**src/logic/qsm_pkg.sv**
```systemverilog
// Purpose: Shared constants for the quad serial master command and pin block
// Assumes: APB with 32-bit data, byte addresses, one register per aligned word
// Notes:   Offsets, field positions, reset values and engine states live here
package qsm_pkg;

    // Register byte offsets
    localparam logic [7:0] QSM_OFS_CTRL = 8'h04;
    localparam logic [7:0] QSM_OFS_CMD  = 8'h08;
    localparam logic [7:0] QSM_OFS_PIN  = 8'h0c;
    localparam logic [7:0] QSM_OFS_STAT = 8'h10;
    localparam logic [7:0] QSM_OFS_CNT  = 8'h14;
    localparam logic [7:0] QSM_OFS_TXD  = 8'h20;
    localparam logic [7:0] QSM_OFS_RXD  = 8'h24;

    // transfer_command bits, write only, read as zero
    localparam int QSM_CMD_START = 0;
    localparam int QSM_CMD_STOP  = 1;
    localparam int QSM_CMD_FLUSH = 2;

    // pin_drive_control bits and reset value
    localparam int QSM_PIN_TX_PU   = 7;
    localparam int QSM_PIN_TX_PD   = 6;
    localparam int QSM_PIN_RX_PU   = 5;
    localparam int QSM_PIN_RX_PD   = 4;
    localparam int QSM_PIN_HOLD_OE = 3;
    localparam int QSM_PIN_HOLD_V  = 2;
    localparam int QSM_PIN_WP_OE   = 1;
    localparam int QSM_PIN_WP_V    = 0;
    localparam logic [7:0] QSM_PIN_RST = 8'h25;

    // Control word fields and reset value
    localparam int QSM_CTRL_MODE_LSB = 0;
    localparam int QSM_CTRL_TXM_LSB  = 2;
    localparam int QSM_CTRL_RXEN     = 6;
    localparam int QSM_CTRL_LEN_LSB  = 16;
    localparam logic [31:0] QSM_CTRL_MASK = 32'h00ff_004f;
    localparam logic [31:0] QSM_CTRL_RST  = 32'h0000_0000;

    // Status and count fields
    localparam int QSM_STAT_ACTIVE = 16;
    localparam int QSM_STAT_RXE    = 13;
    localparam int QSM_STAT_RXF    = 12;
    localparam int QSM_STAT_TXE    = 9;
    localparam int QSM_STAT_TXF    = 8;
    localparam int QSM_CNT_RX_LSB  = 8;

    // Interface modes and transmit modes
    localparam logic [1:0] QSM_MODE_SINGLE = 2'h0;
    localparam logic [1:0] QSM_MODE_DUAL   = 2'h1;
    localparam logic [1:0] QSM_MODE_QUAD   = 2'h2;
    localparam logic [1:0] QSM_TXM_OFF     = 2'h0;
    localparam logic [1:0] QSM_TXM_FIFO    = 2'h1;
    localparam logic [1:0] QSM_TXM_ZERO    = 2'h2;
    localparam logic [1:0] QSM_TXM_ONES    = 2'h3;

    // Data path sizes
    localparam int QSM_DATA_W     = 8;
    localparam int QSM_FIFO_DEPTH = 16;
    localparam logic [3:0] QSM_BYTE_BITS = 4'h8;

    typedef enum logic [1:0] {
        QSM_IDLE  = 2'b00,
        QSM_LOAD  = 2'b01,
        QSM_SHIFT = 2'b10,
        QSM_STORE = 2'b11
    } qsm_state_e;

endpackage

```
**src/logic/qsm_fifo.sv**
```systemverilog
// Purpose: Synchronous FIFO with valid/ready on both sides and a flush
// Assumes: DEPTH is a power of two, one clock, synchronous active-low reset
// Notes:   Flush wins over a push or pop in the same cycle
`timescale 1ns/100ps
`default_nettype none
module qsm_fifo #(
    parameter int WIDTH = 8,
    parameter int DEPTH = 16
) (
    input  wire logic                       clock_in,
    input  wire logic                       rst_n_in,
    input  wire logic                       flush_in,
    input  wire logic                       in_valid_in,
    input  wire logic [WIDTH-1:0]           in_data_in,
    output logic                            in_ready_out,
    output logic                            out_valid_out,
    output logic [WIDTH-1:0]                out_data_out,
    input  wire logic                       out_ready_in,
    output logic [$clog2(DEPTH):0]          count_out
);
    localparam int AW = $clog2(DEPTH);

    typedef struct packed {
        logic [AW:0] wp;
        logic [AW:0] rp;
    } qsm_fifo_s;

    qsm_fifo_s q, d;
    logic [WIDTH-1:0] mem [DEPTH];
    logic push, pop;

    // Refuse depths the pointer arithmetic cannot serve
    if (DEPTH < 2 || (1 << AW) != DEPTH || WIDTH < 1) begin : g_chk
        $error("qsm_fifo: DEPTH must be a power of two >= 2");
    end

    // Extra pointer bit tells full from empty without a separate flag
    assign count_out     = q.wp - q.rp;
    assign in_ready_out  = count_out != (AW+1)'(DEPTH);
    assign out_valid_out = count_out != '0;
    assign out_data_out  = mem[q.rp[AW-1:0]];
    assign push          = in_valid_in & in_ready_out;
    assign pop           = out_ready_in & out_valid_out;

    always_comb begin
        d = q;
        if (flush_in) begin
            d.wp = q.rp;
        end else begin
            if (push) begin
                d.wp = q.wp + 1'b1;
            end
            if (pop) begin
                d.rp = q.rp + 1'b1;
            end
        end
    end

    always_ff @(posedge clock_in) begin
        if (!rst_n_in) begin
            q <= '0;
        end else begin
            q <= d;
        end
    end

    // Storage needs no reset; only the pointers say what is valid
    always_ff @(posedge clock_in) begin
        if (push && !flush_in) begin
            mem[q.wp[AW-1:0]] <= in_data_in;
        end
    end
endmodule // qsm_fifo
`default_nettype wire

```
**src/logic/qsm_exec_ctrl.sv**
```systemverilog
// Purpose: Command, pin control and byte engine of a quad serial master
// Assumes: APB slave on clock_in; link clock arrives as a plain input
// Notes:   Function
// Function
// - Flush command empties both FIFOs, zeroes counts
// - Stop ends transfer at next byte boundary
// - Start begins transfer with current control settings
// - Zero command bits ignored; command bits self-clear
// - Transmit pull-ups while transmit pins undriven
// - Transmit pull-downs while transmit pins undriven
// - Receive pull-ups while deselected; resets set
// - Receive pull-downs while chip select deasserted
// - Hold pin driven only when enable set
// - Driven hold level follows value bit, resets one
// - Write-protect pin driven only when enabled
// - Driven write-protect level follows value bit
// - Transmit off leaves data lines undriven
`timescale 1ns/100ps
`default_nettype none
module qsm_exec_ctrl
    import qsm_pkg::*;
#(
    parameter int FIFO_DEPTH = QSM_FIFO_DEPTH
) (
    input  wire logic        clock_in,
    input  wire logic        rst_n_in,
    input  wire logic [7:0]  paddr_in,
    input  wire logic        psel_in,
    input  wire logic        penable_in,
    input  wire logic        pwrite_in,
    input  wire logic [31:0] pwdata_in,
    output logic      [31:0] prdata_out,
    output logic             pready_out,
    output logic             pslverr_out,
    input  wire logic        link_clk_in,
    input  wire logic [3:0]  io_in,
    output logic      [3:0]  io_out,
    output logic      [3:0]  io_oe_out,
    output logic             sclk_out,
    output logic             cs_n_out,
    output logic      [3:0]  tx_pu_out,
    output logic      [3:0]  tx_pd_out,
    output logic             rx_pu_out,
    output logic             rx_pd_out,
    output logic             hold_out,
    output logic             hold_oe_out,
    output logic             wp_out,
    output logic             wp_oe_out
);
    localparam int CW = $clog2(FIFO_DEPTH) + 1;

    // Count fields are eight bits wide in the count register
    if (FIFO_DEPTH < 2 || FIFO_DEPTH > 128) begin : g_chk
        $error("qsm_exec_ctrl: FIFO_DEPTH must lie in 2..128");
    end

    typedef struct packed {
        qsm_state_e  st;
        logic [31:0] ctrl;
        logic [7:0]  pin;
        logic [4:0]  sy1;
        logic [4:0]  sy2;
        logic [4:0]  sy3;
        logic        lvl;
        logic [3:0]  iv;
        logic [7:0]  txsh;
        logic [7:0]  rxsh;
        logic [3:0]  bitc;
        logic [7:0]  bytec;
        logic        stop_pend;
        logic        sclk;
        logic        cs_n;
        logic [3:0]  io;
        logic [3:0]  io_oe;
        logic [3:0]  tx_pu;
        logic [3:0]  tx_pd;
        logic        rx_pu;
        logic        rx_pd;
        logic        hold;
        logic        hold_oe;
        logic        wp;
        logic        wp_oe;
        logic        pready;
        logic        pslverr;
        logic [31:0] prdata;
    } qsm_ctrl_s;

    // Reset image: deselected, pins undriven, receive pull-up on
    localparam qsm_ctrl_s ST_RST = '{
        st:     QSM_IDLE,
        ctrl:   QSM_CTRL_RST,
        pin:    QSM_PIN_RST,
        cs_n:   1'b1,
        rx_pu:  QSM_PIN_RST[QSM_PIN_RX_PU],
        hold:   QSM_PIN_RST[QSM_PIN_HOLD_V],
        wp:     QSM_PIN_RST[QSM_PIN_WP_V],
        default: '0
    };

    qsm_ctrl_s q, d;

    // FIFO handshakes
    logic            fifo_flush;
    logic            tx_push;
    logic            tx_in_ready;
    logic            tx_valid;
    logic [7:0]      tx_data;
    logic            tx_pop;
    logic [CW-1:0]   tx_cnt;
    logic            rx_push;
    logic            rx_in_ready;
    logic            rx_valid;
    logic [7:0]      rx_data;
    logic            rx_pop;
    logic [CW-1:0]   rx_cnt;

    // Bits moved per link clock for a given interface mode
    function automatic logic [3:0] lanes(input logic [1:0] mode);
        case (mode)
            QSM_MODE_DUAL: lanes = 4'h2;
            QSM_MODE_QUAD: lanes = 4'h4;
            default:       lanes = 4'h1;
        endcase
    endfunction

    // Whether an address hits any register
    function automatic logic mapped(input logic [7:0] a);
        mapped = (a == QSM_OFS_CTRL) || (a == QSM_OFS_CMD) ||
                 (a == QSM_OFS_PIN) || (a == QSM_OFS_STAT) ||
                 (a == QSM_OFS_CNT) || (a == QSM_OFS_TXD) ||
                 (a == QSM_OFS_RXD);
    endfunction

    qsm_fifo #(
        .WIDTH (QSM_DATA_W),
        .DEPTH (FIFO_DEPTH)
    ) u_tx_fifo (
        .clock_in      (clock_in),
        .rst_n_in      (rst_n_in),
        .flush_in      (fifo_flush),
        .in_valid_in   (tx_push),
        .in_data_in    (pwdata_in[7:0]),
        .in_ready_out  (tx_in_ready),
        .out_valid_out (tx_valid),
        .out_data_out  (tx_data),
        .out_ready_in  (tx_pop),
        .count_out     (tx_cnt)
    );

    qsm_fifo #(
        .WIDTH (QSM_DATA_W),
        .DEPTH (FIFO_DEPTH)
    ) u_rx_fifo (
        .clock_in      (clock_in),
        .rst_n_in      (rst_n_in),
        .flush_in      (fifo_flush),
        .in_valid_in   (rx_push),
        .in_data_in    (q.rxsh),
        .in_ready_out  (rx_in_ready),
        .out_valid_out (rx_valid),
        .out_data_out  (rx_data),
        .out_ready_in  (rx_pop),
        .count_out     (rx_cnt)
    );

    // Whole next-state computation
    always_comb begin
        logic        acc;
        logic        done;
        logic        wr;
        logic        cmd_wr;
        logic        do_start;
        logic        do_stop;
        logic        lk_ok;
        logic        rise;
        logic        fall;
        logic [1:0]  mode;
        logic [1:0]  txm;
        logic        rx_en;
        logic [7:0]  len;
        logic [3:0]  n;
        logic [3:0]  nbits;
        logic        tx_on;
        logic        active;
        logic [31:0] rv;
        acc      = 1'b0;
        done     = 1'b0;
        wr       = 1'b0;
        cmd_wr   = 1'b0;
        do_start = 1'b0;
        do_stop  = 1'b0;
        lk_ok    = 1'b0;
        rise     = 1'b0;
        fall     = 1'b0;
        mode     = q.ctrl[QSM_CTRL_MODE_LSB +: 2];
        txm      = q.ctrl[QSM_CTRL_TXM_LSB +: 2];
        rx_en    = q.ctrl[QSM_CTRL_RXEN];
        len      = q.ctrl[QSM_CTRL_LEN_LSB +: 8];
        n        = lanes(mode);
        nbits    = q.bitc + n;
        tx_on    = 1'b0;
        active   = 1'b0;
        rv       = '0;
        d        = q;
        fifo_flush = 1'b0;
        tx_push  = 1'b0;
        tx_pop   = 1'b0;
        rx_push  = 1'b0;
        rx_pop   = 1'b0;

        // Three-stage sampling; a change counts once stages two and three agree
        d.sy1 = {link_clk_in, io_in};
        d.sy2 = q.sy1;
        d.sy3 = q.sy2;
        lk_ok = q.sy2[4] == q.sy3[4];
        if (lk_ok) begin
            d.lvl = q.sy3[4];
        end
        rise = lk_ok & q.sy3[4] & ~q.lvl;
        fall = lk_ok & ~q.sy3[4] & q.lvl;
        for (int i = 0; i < 4; i++) begin
            if (q.sy2[i] == q.sy3[i]) begin
                d.iv[i] = q.sy3[i];
            end
        end

        // APB: one wait state, then pready for a single cycle
        acc  = psel_in & penable_in;
        done = acc & q.pready;
        wr   = done & pwrite_in;
        d.pready  = 1'b0;
        d.pslverr = 1'b0;
        d.prdata  = '0;
        case (paddr_in)
            QSM_OFS_CTRL: rv = q.ctrl;
            QSM_OFS_PIN:  rv = {24'h0, q.pin};
            QSM_OFS_STAT: begin
                rv[QSM_STAT_ACTIVE] = q.st != QSM_IDLE;
                rv[QSM_STAT_RXE]    = ~rx_valid;
                rv[QSM_STAT_RXF]    = ~rx_in_ready;
                rv[QSM_STAT_TXE]    = ~tx_valid;
                rv[QSM_STAT_TXF]    = ~tx_in_ready;
            end
            QSM_OFS_CNT:  rv = (32'(rx_cnt) << QSM_CNT_RX_LSB) | 32'(tx_cnt);
            QSM_OFS_RXD:  rv = rx_valid ? {24'h0, rx_data} : 32'h0;
            default:      rv = '0;
        endcase
        // A data write to a full transmit FIFO waits here: back-pressure to the bus
        if (acc && !q.pready &&
            !(pwrite_in && paddr_in == QSM_OFS_TXD && !tx_in_ready)) begin
            d.pready  = 1'b1;
            d.pslverr = ~mapped(paddr_in);
            d.prdata  = pwrite_in ? 32'h0 : rv;
        end

        // Write and pop effects happen only at the completing edge
        if (wr && paddr_in == QSM_OFS_CTRL) begin
            d.ctrl = pwdata_in & QSM_CTRL_MASK;
        end
        if (wr && paddr_in == QSM_OFS_PIN) begin
            d.pin = pwdata_in[7:0];
        end
        tx_push = wr && paddr_in == QSM_OFS_TXD;
        rx_pop  = done && !pwrite_in && paddr_in == QSM_OFS_RXD && rx_valid;
        cmd_wr  = wr && paddr_in == QSM_OFS_CMD;
        // Command bits are pulses, never stored, so zeros do nothing
        fifo_flush = cmd_wr & pwdata_in[QSM_CMD_FLUSH];
        do_stop    = cmd_wr & pwdata_in[QSM_CMD_STOP];
        do_start   = cmd_wr & pwdata_in[QSM_CMD_START] &
                     ~pwdata_in[QSM_CMD_STOP];

        // Byte engine
        case (q.st)
            QSM_IDLE: begin
                d.stop_pend = 1'b0;
                d.sclk      = 1'b0;
                if (do_start) begin
                    d.st    = QSM_LOAD;
                    d.cs_n  = 1'b0;
                    d.bytec = '0;
                end
            end
            QSM_LOAD: begin
                // Only byte boundaries land here, so stop never cuts a byte
                if (q.stop_pend || (len != '0 && q.bytec == len)) begin
                    d.st        = QSM_IDLE;
                    d.cs_n      = 1'b1;
                    d.stop_pend = 1'b0;
                end else begin
                    d.bitc = '0;
                    case (txm)
                        QSM_TXM_FIFO: begin
                            if (tx_valid) begin
                                d.txsh = tx_data;
                                tx_pop = 1'b1;
                                d.st   = QSM_SHIFT;
                            end
                        end
                        QSM_TXM_ONES: begin
                            d.txsh = 8'hff;
                            d.st   = QSM_SHIFT;
                        end
                        default: begin
                            d.txsh = 8'h00;
                            d.st   = QSM_SHIFT;
                        end
                    endcase
                end
            end
            QSM_SHIFT: begin
                // Capture on the fall: data lanes lag the clock by as many stages
                if (rise && !q.sclk) begin
                    d.sclk = 1'b1;
                end else if (fall && q.sclk) begin
                    d.sclk = 1'b0;
                    case (mode)
                        QSM_MODE_DUAL: d.rxsh = {q.rxsh[5:0], q.iv[1:0]};
                        QSM_MODE_QUAD: d.rxsh = {q.rxsh[3:0], q.iv};
                        default:       d.rxsh = {q.rxsh[6:0], q.iv[1]};
                    endcase
                    d.txsh = q.txsh << n;
                    d.bitc = nbits;
                    if (nbits == QSM_BYTE_BITS) begin
                        d.st = QSM_STORE;
                    end
                end
            end
            QSM_STORE: begin
                // A full receive FIFO holds the clock low until space appears
                rx_push = rx_en;
                if (!rx_en || rx_in_ready) begin
                    d.bytec = q.bytec + 8'h01;
                    d.st    = QSM_LOAD;
                end
            end
            default: begin
                d.st   = QSM_IDLE;
                d.cs_n = 1'b1;
            end
        endcase

        // A stop while busy is held until the next byte boundary
        if (do_stop && d.st != QSM_IDLE) begin
            d.stop_pend = 1'b1;
        end

        // Data lane drive
        case (mode)
            QSM_MODE_DUAL: d.io = {2'b00, d.txsh[7:6]};
            QSM_MODE_QUAD: d.io = d.txsh[7:4];
            default:       d.io = {3'b000, d.txsh[7]};
        endcase
        active = d.st != QSM_IDLE;
        tx_on  = active && txm != QSM_TXM_OFF;
        // Dual and quad need one direction off, so lanes float unless sending
        case (mode)
            QSM_MODE_DUAL: d.io_oe = {2'b00, {2{tx_on}}};
            QSM_MODE_QUAD: d.io_oe = {4{tx_on}};
            default:       d.io_oe = {3'b000, tx_on};
        endcase

        // Pulls are registered from the next drive state, so they change with it, as all outputs do
        d.tx_pu = {4{d.pin[QSM_PIN_TX_PU]}} & ~d.io_oe;
        d.tx_pd = {4{d.pin[QSM_PIN_TX_PD]}} & ~d.io_oe;
        d.rx_pu = d.pin[QSM_PIN_RX_PU] & d.cs_n;
        d.rx_pd = d.pin[QSM_PIN_RX_PD] & d.cs_n;
        d.hold_oe = d.pin[QSM_PIN_HOLD_OE];
        d.hold    = d.pin[QSM_PIN_HOLD_V];
        d.wp_oe   = d.pin[QSM_PIN_WP_OE];
        d.wp      = d.pin[QSM_PIN_WP_V];
    end

    always_ff @(posedge clock_in) begin
        if (!rst_n_in) begin
            q <= ST_RST;
        end else begin
            q <= d;
        end
    end

    // Every output is a flip-flop of the state struct
    assign prdata_out  = q.prdata;
    assign pready_out  = q.pready;
    assign pslverr_out = q.pslverr;
    assign io_out      = q.io;
    assign io_oe_out   = q.io_oe;
    assign sclk_out    = q.sclk;
    assign cs_n_out    = q.cs_n;
    assign tx_pu_out   = q.tx_pu;
    assign tx_pd_out   = q.tx_pd;
    assign rx_pu_out   = q.rx_pu;
    assign rx_pd_out   = q.rx_pd;
    assign hold_out    = q.hold;
    assign hold_oe_out = q.hold_oe;
    assign wp_out      = q.wp;
    assign wp_oe_out   = q.wp_oe;
endmodule // qsm_exec_ctrl
`default_nettype wire

```
**config.mk**
```make
export PLATFORM = sky130hd
export DESIGN_NAME = qsm_exec_ctrl
export DESIGN_NICKNAME = d
export VERILOG_FILES = /design/src/logic/qsm_pkg.sv /design/src/logic/qsm_fifo.sv /design/src/logic/qsm_exec_ctrl.sv
export SDC_FILE = /design/constraint.sdc
export NUM_CORES = 1
export LEC_CHECK = 0
export BUFFER_PORTS_ARGS = -buffer_cell sky130_fd_sc_hd__buf_4
export CAP_MARGIN = 20
export CORE_UTILIZATION = 55
export CTS_CLUSTER_DIAMETER = 200
export DETAILED_ROUTE_END_ITERATION = 7
export GPL_TIMING_DRIVEN = 0
export MAX_ROUTING_LAYER = met4
export PLACE_DENSITY = 0.84
export SYNTH_ARGS = -nofsm -noshare
export SYNTH_HDL_FRONTEND = slang
export SYNTH_SLANG_ARGS = --single-unit
export TNS_END_PERCENT = 50
```
**constraint.sdc**
```tcl
create_clock -name clock_in -period 7.4 [get_ports clock_in]
set_clock_uncertainty 0.2 [all_clocks]
set_input_delay 0 -clock clock_in [delete_from_list [all_inputs] [get_ports clock_in]]
set_output_delay 0 -clock clock_in [all_outputs]
set_load 0.005 [all_outputs]
```
[Word-level counts from Yosys, hierarchy flattened]
Memories as Yosys holds them, arrays and structs flattened. A register that Yosys moved wholly into a read port is not among the register bits.
Cells that the tools add are included.
Cells by class
  $add $sub $neg: 8
  equality and inequality tests: 31
  shift operators: 1
  muxes and demuxes: 60
  bitwise logic cells: 33
  reduce and logical (&&, ||, !) cells: 56
Operators by type and width (count)
  $pmux 8 s2: 4
  $mux 8: 6
  $mux 20: 2
  $mux 34: 1
  $mux 32: 1
  $pmux 8 s4: 1
  $pmux 4 s2: 3
  $pmux 7 s3: 1
  $add 5x1->5 const B: 4
  $mux 4: 5
  $mux 5: 4
  $logic_and 1x1->1: 18
  $and 1x1->1: 17
  $eq 8x4->1 const B: 2
  $eq 8x5->1 const B: 2
  $eq 8x6->1 const B: 2
  $mux 2: 8
  $reduce_bool 2->1: 8
  $mux 1: 15
  $or 13x5->13: 1
  $not 1->1: 12
  $pmux 2 s3: 2
  $ne 2x2->1 const B: 5
  $ne 5x5->1 const B: 2
  other kinds (29): 63
Word-level totals
  register bits after elaboration: 150
  bits in writable memories: 256
  input port bits: 50
  output and inout port bits: 58
  logic and storage cells: 227
  memories kept: 2
Memory list
  u_rx_fifo.mem: depth 16, width 8, rd ports 1, clocked after memory_dff 1, write ports 1, line qsm_fifo.sv:29  | logic [WIDTH-1:0] mem [DEPTH];
  u_tx_fifo.mem: depth 16, width 8, rd ports 1, clocked after memory_dff 1, write ports 1, line qsm_fifo.sv:29

[Logic depth before layout (Yosys ltp)]
  depth after elaboration: 13
  mapped depth: 13
  gate-level depth less buffers: 11

[Modules after synthesis]
From an unflattened synthesis, not the netlist that was laid out.
Unflattened totals
  cells, all modules: 1255
  area, all modules: 17307.8 µm²
Modules (own cells, without submodules)
  qsm_fifo: instances 2, cells an instance 306, area an instance 5851.9 µm², sequential area each 4124.0 µm²
  qsm_exec_ctrl: instances 1, cells an instance 643, area an instance 5604.1 µm², sequential area each 2262.2 µm²

[Least setup slack after synthesis]
Ideal clock, no wire load.
  path kind: reg2reg
  start: reg u_tx_fifo.q[5] (netlist bit)
  end: mem u_tx_fifo.mem[3][0], enable pin
  setup time: 383 ps
  arrival: 2909 ps
  data required time: 6817 ps
  slack: 3908 ps
  stages on the path, launching flop included: 11
  path buffers: 0
  clock period less this slack: 3492 ps
  cells stage by stage: dfxtp_1 inv_1 ha_1 inv_1 fa_1 nand3b_1 a211o_1 a211oi_1 nor4_2 nand2_1 nor3_1
Between the ends
  word-level cells in the longest chain between the ends: 6
RTL lines
  from (decl): line qsm_fifo.sv:28  | qsm_fifo_s q, d;
  from (signal assigned): line qsm_fifo.sv:61  | q <= '0;
  from (signal assigned): line qsm_fifo.sv:63  | q <= d;
  $sub 5x5->5: line qsm_fifo.sv:38  | assign count_out = q.wp - q.rp;
  $ne 5x5->1: line qsm_fifo.sv:39  | assign in_ready_out = count_out != (AW+1)'(DEPTH);
  $and 1x1->1: line qsm_fifo.sv:42  | assign push = in_valid_in & in_ready_out;
  $logic_and 1x1->1: line qsm_fifo.sv:69  | if (push && !flush_in) begin
  $mux 1: line qsm_fifo.sv:69
  $mux 1 (not written as such): line qsm_fifo.sv:70  | mem[q.wp[AW-1:0]] <= in_data_in;
  to (decl): line qsm_fifo.sv:29
Several ways; a longest one is shown, not always the timed one.

[Worst setup path after layout]
  start: reg u_tx_fifo.q[5] (netlist bit)
  end: mem u_tx_fifo.mem[1][0], enable pin
The elaborated chain is that of the path after synthesis.

==> impl_metrics.yaml <==
final_layout:
  regArea_mm2: 0.0105
  antenna_cells: 0
  final_layout_size_suffix_gt1_share_pct: 21.3
  nFillCells: 2005
  layout.nets: 1481
  syn2layout_area_growth_pct: 17.2
  multi_input_area_mm2: 0.00573
setup_path:
  cp_max_fo: 10
  cp-start-kind: "register"
  worstPathRequired_ps: 7430
  endpoint: "u_tx_fifo.mem[1][0]"
  rrSetupSlack_ps: 2920
  cp-startpoint: "u_tx_fifo.q[5]"
  r2r-end: "u_tx_fifo.mem[1][0]"
  arrival_ps: 4500
  rr_startpoint: "u_tx_fifo.q[5]"
  rr_worst_depth: 11
  end_kind: "register"
  crit_type: "register to register"
placement:
  port_buffers: 80
  pre_cts_slack_ps: 3100
  hpwl_um: 27600
  place_congestion: 0.939
detailed_routing:
  top_layer_used: "met4"
  dr_total_vias: 10800
  drt-initial-drc-count: 1067
  drc: 0
  wirelength_met1_um: 15700
  drt.antenna.violating_nets: 0
  wl_met2_um: 19900
  viasPerCell: 5.96
  met3_length_um: 3300
  firstDrtPassIters: 7
  avgRoutedWirePerCell_um: 22.0
  drt_wl_total_um: 40000
clock_tree:
  insertion_delay_ps: 530
  ctsResizeCount: 0
  cts_tree: "done"
  path_clk_slew_ps: 60
  cts_sinks: 397
  postCtsSetupBuffers: 0
  cts_buffers: 40
  clock_path_buffers: 3
  cts_root_buf: "clkbuf_16"
  htreeDepth: 2
outcome:
  status: "finished clean"
synth:
  synth_seq_cells: 397
  synthArstFlopShare_pct: 0
  yosys.area.top_type: "edfxtp_1"
  ys_warn_count: 0
  netlist_top_cells_count: "edfxtp_1, dfxtp_1, nor2_1, mux4_2, nand2_1"
  synth_cell_types: 72
  synth_flop_cell: "edfxtp_1"
  ys_seq_area_share_pct: 62.1
  synth_edf_count: 256
  yosys.area.top_type_share_pct: 45.4
  synthesis.area_mm2: 0.0169
  synth_area_per_cell_um2: 13.9
  yosys-top-cells-area: "edfxtp_1, dfxtp_1, mux4_2"
  synth_most_common_cell: "edfxtp_1"
  synth_cells: 1220
sta:
  setup-violations-final: 0
  tns_ps: 0
  worst_slew_pin_slew_ps: 983
  rsz0062_at_grt: "no"
  layout_setup_ws_ps: 2920
  max_slew_margin_pct: 34.2
  hold_violations: 0
  fmax_ghz: 0.223
  period_minus_slack_ps: 4480
  period_share_pct: 60.5
  maxSlewViolCount: 0
floorplan:
  io_pins: 108
  start_util_pct: 56.5
  core_mm2: 0.0300
  die_h_um: 177
  dieArea_mm2: 0.0315
  rows: 63
  dieWidth_um: 177
grt:
  grt_use_total_pct: 26.9
  grt_pass1_wl_um: 61800
  grt_max_degree: 21
  gr-total-overflow: 0
  grt_pass1_vias: 10800
  antenna_found_initial: 0
pwr:
  power_density_mw_per_mm2: 227
  power_mw: 4.50
  p_leak_nw: 6.93
  vdd_ir_drop_max_uv: 208
flow_run:
  maxCapViolCount: 0
worst_hold_path:
  hold_path.class: "primary input to register"
  hold_depth: 7
sequential cells by signal, summed over array words and instances, names as in the netlist, 3 cells and up, named ones only:
| register | count |
|---|---|
| u_rx_fifo.mem | 128 |
| u_tx_fifo.mem | 128 |
| q | 62 |
| prdata_out | 22 |
| d | 10 |
| u_rx_fifo.q | 10 |
| u_tx_fifo.q | 10 |
| io_out | 4 |
| io_oe_out | 3 |
| tx_pd_out | 3 |
| tx_pu_out | 3 |
how the worst min path moves through the flow:
stage	from	endpoint	slack, ps
after floorplan	pwdata_in[0]	u_tx_fifo.mem[0][0]	-100
after global placement	io_in[3]	d[100]	10
after detailed placement	io_in[0]	d[97]	10
after CTS	paddr_in[1]	q[58]	10
after global routing	link_clk_in	d[101]	50
final	paddr_in[6]	q[58]	40
logic make-up after synthesis:
kind of cell	Yosys count	share of synthesized area, %
other	1	0.0221
multiplexers	120	13.1
AO/OA/AOI/OAI	156	6.38
XOR/XNOR	33	1.71
buffers and inverters	140	4.28
adder cells (fa/ha/maj)	34	2.59
flip-flops	397	62.1
AND/OR/NAND/NOR	339	9.86
worst max-delay path: stages (launching register included):
cell	delay (ps)
dfxtp_1	360
inv_1	160
ha_1	190
inv_1	50
fa_1	530
nand3b_1	120
a211o_1	150
a211oi_1	160
nor4_2	880
nand2_1	390
nor3_1	680
buf_4	280
per-layer routing:
| metal | global-route usage [%] | up-vias |
|---|---|---|
| li1 | - | 4882 |
| met1 | 34.2 | 5324 |
| met2 | 44.5 | 546 |
| met3 | 3.73 | 80 |
| met4 | 8.80 | 0 |
| met5 | - | - |
stage by stage:
stage / cell area [um2] / instances / hold slack [ps] / utilization (%)
2_1_floorplan: 17000 / 1229 / -101 / -
3_3_place_gp: 18100 / 1699 / 12.2 / 60.3
3_5_place_dp: 18100 / 1708 / 11.1 / 60.5
4_1_cts: 19800 / 1818 / 11.5 / 66.3
5_1_grt: 19800 / 1818 / 54.8 / 66.3
6_report: 19800 / 1818 / 38.0 / 66.3
cells in the final DEF, fill, tap and decap left out, drive strengths merged, types with 14 or more instances in the layout:
master | netlist | routed
nor3 | 33 | 33
dlygate4sd3 | 0 | 38
nand2 | 71 | 71
dfxtp | 141 | 141
a21oi | 40 | 40
edfxtp | 256 | 256
nor2 | 101 | 101
inv | 36 | 41
buf | 66 | 155
clkbuf | 37 | 90
nand3 | 30 | 30
ha | 31 | 31
o21ai | 26 | 26
and2 | 29 | 29
xnor2 | 19 | 19
mux4 | 81 | 81
xor2 | 14 | 14
mux2i | 34 | 34
repair_timing:
action,CTS,global route
hold buffers,38,0
setup endpoints to repair,0,0
hold endpoints to repair,197,0
layout make-up:
type | count | share of cell area, %
Buffer | 103 | 2.96
Clock buffer | 53 | 5.57
Clock inverter | 19 | 1.28
Inverter | 37 | 0.700
Multi-Input combinational cell | 692 | 28.9
Sequential cell | 397 | 53.0
Tap cell | 390 | 2.46
Timing Repair Buffer | 127 | 5.19
where the power goes:
part	internal (mW)	leakage, nW	total, mW	switching [mW]
sequential	2.34	3.47	2.35	0.00172
combinational	0.0338	2.78	0.0783	0.0445
clock	1.24	0.671	2.07	0.837
total	3.62	6.93	4.50	0.883
No activity file was read; power rests on OpenSTA's default activity.
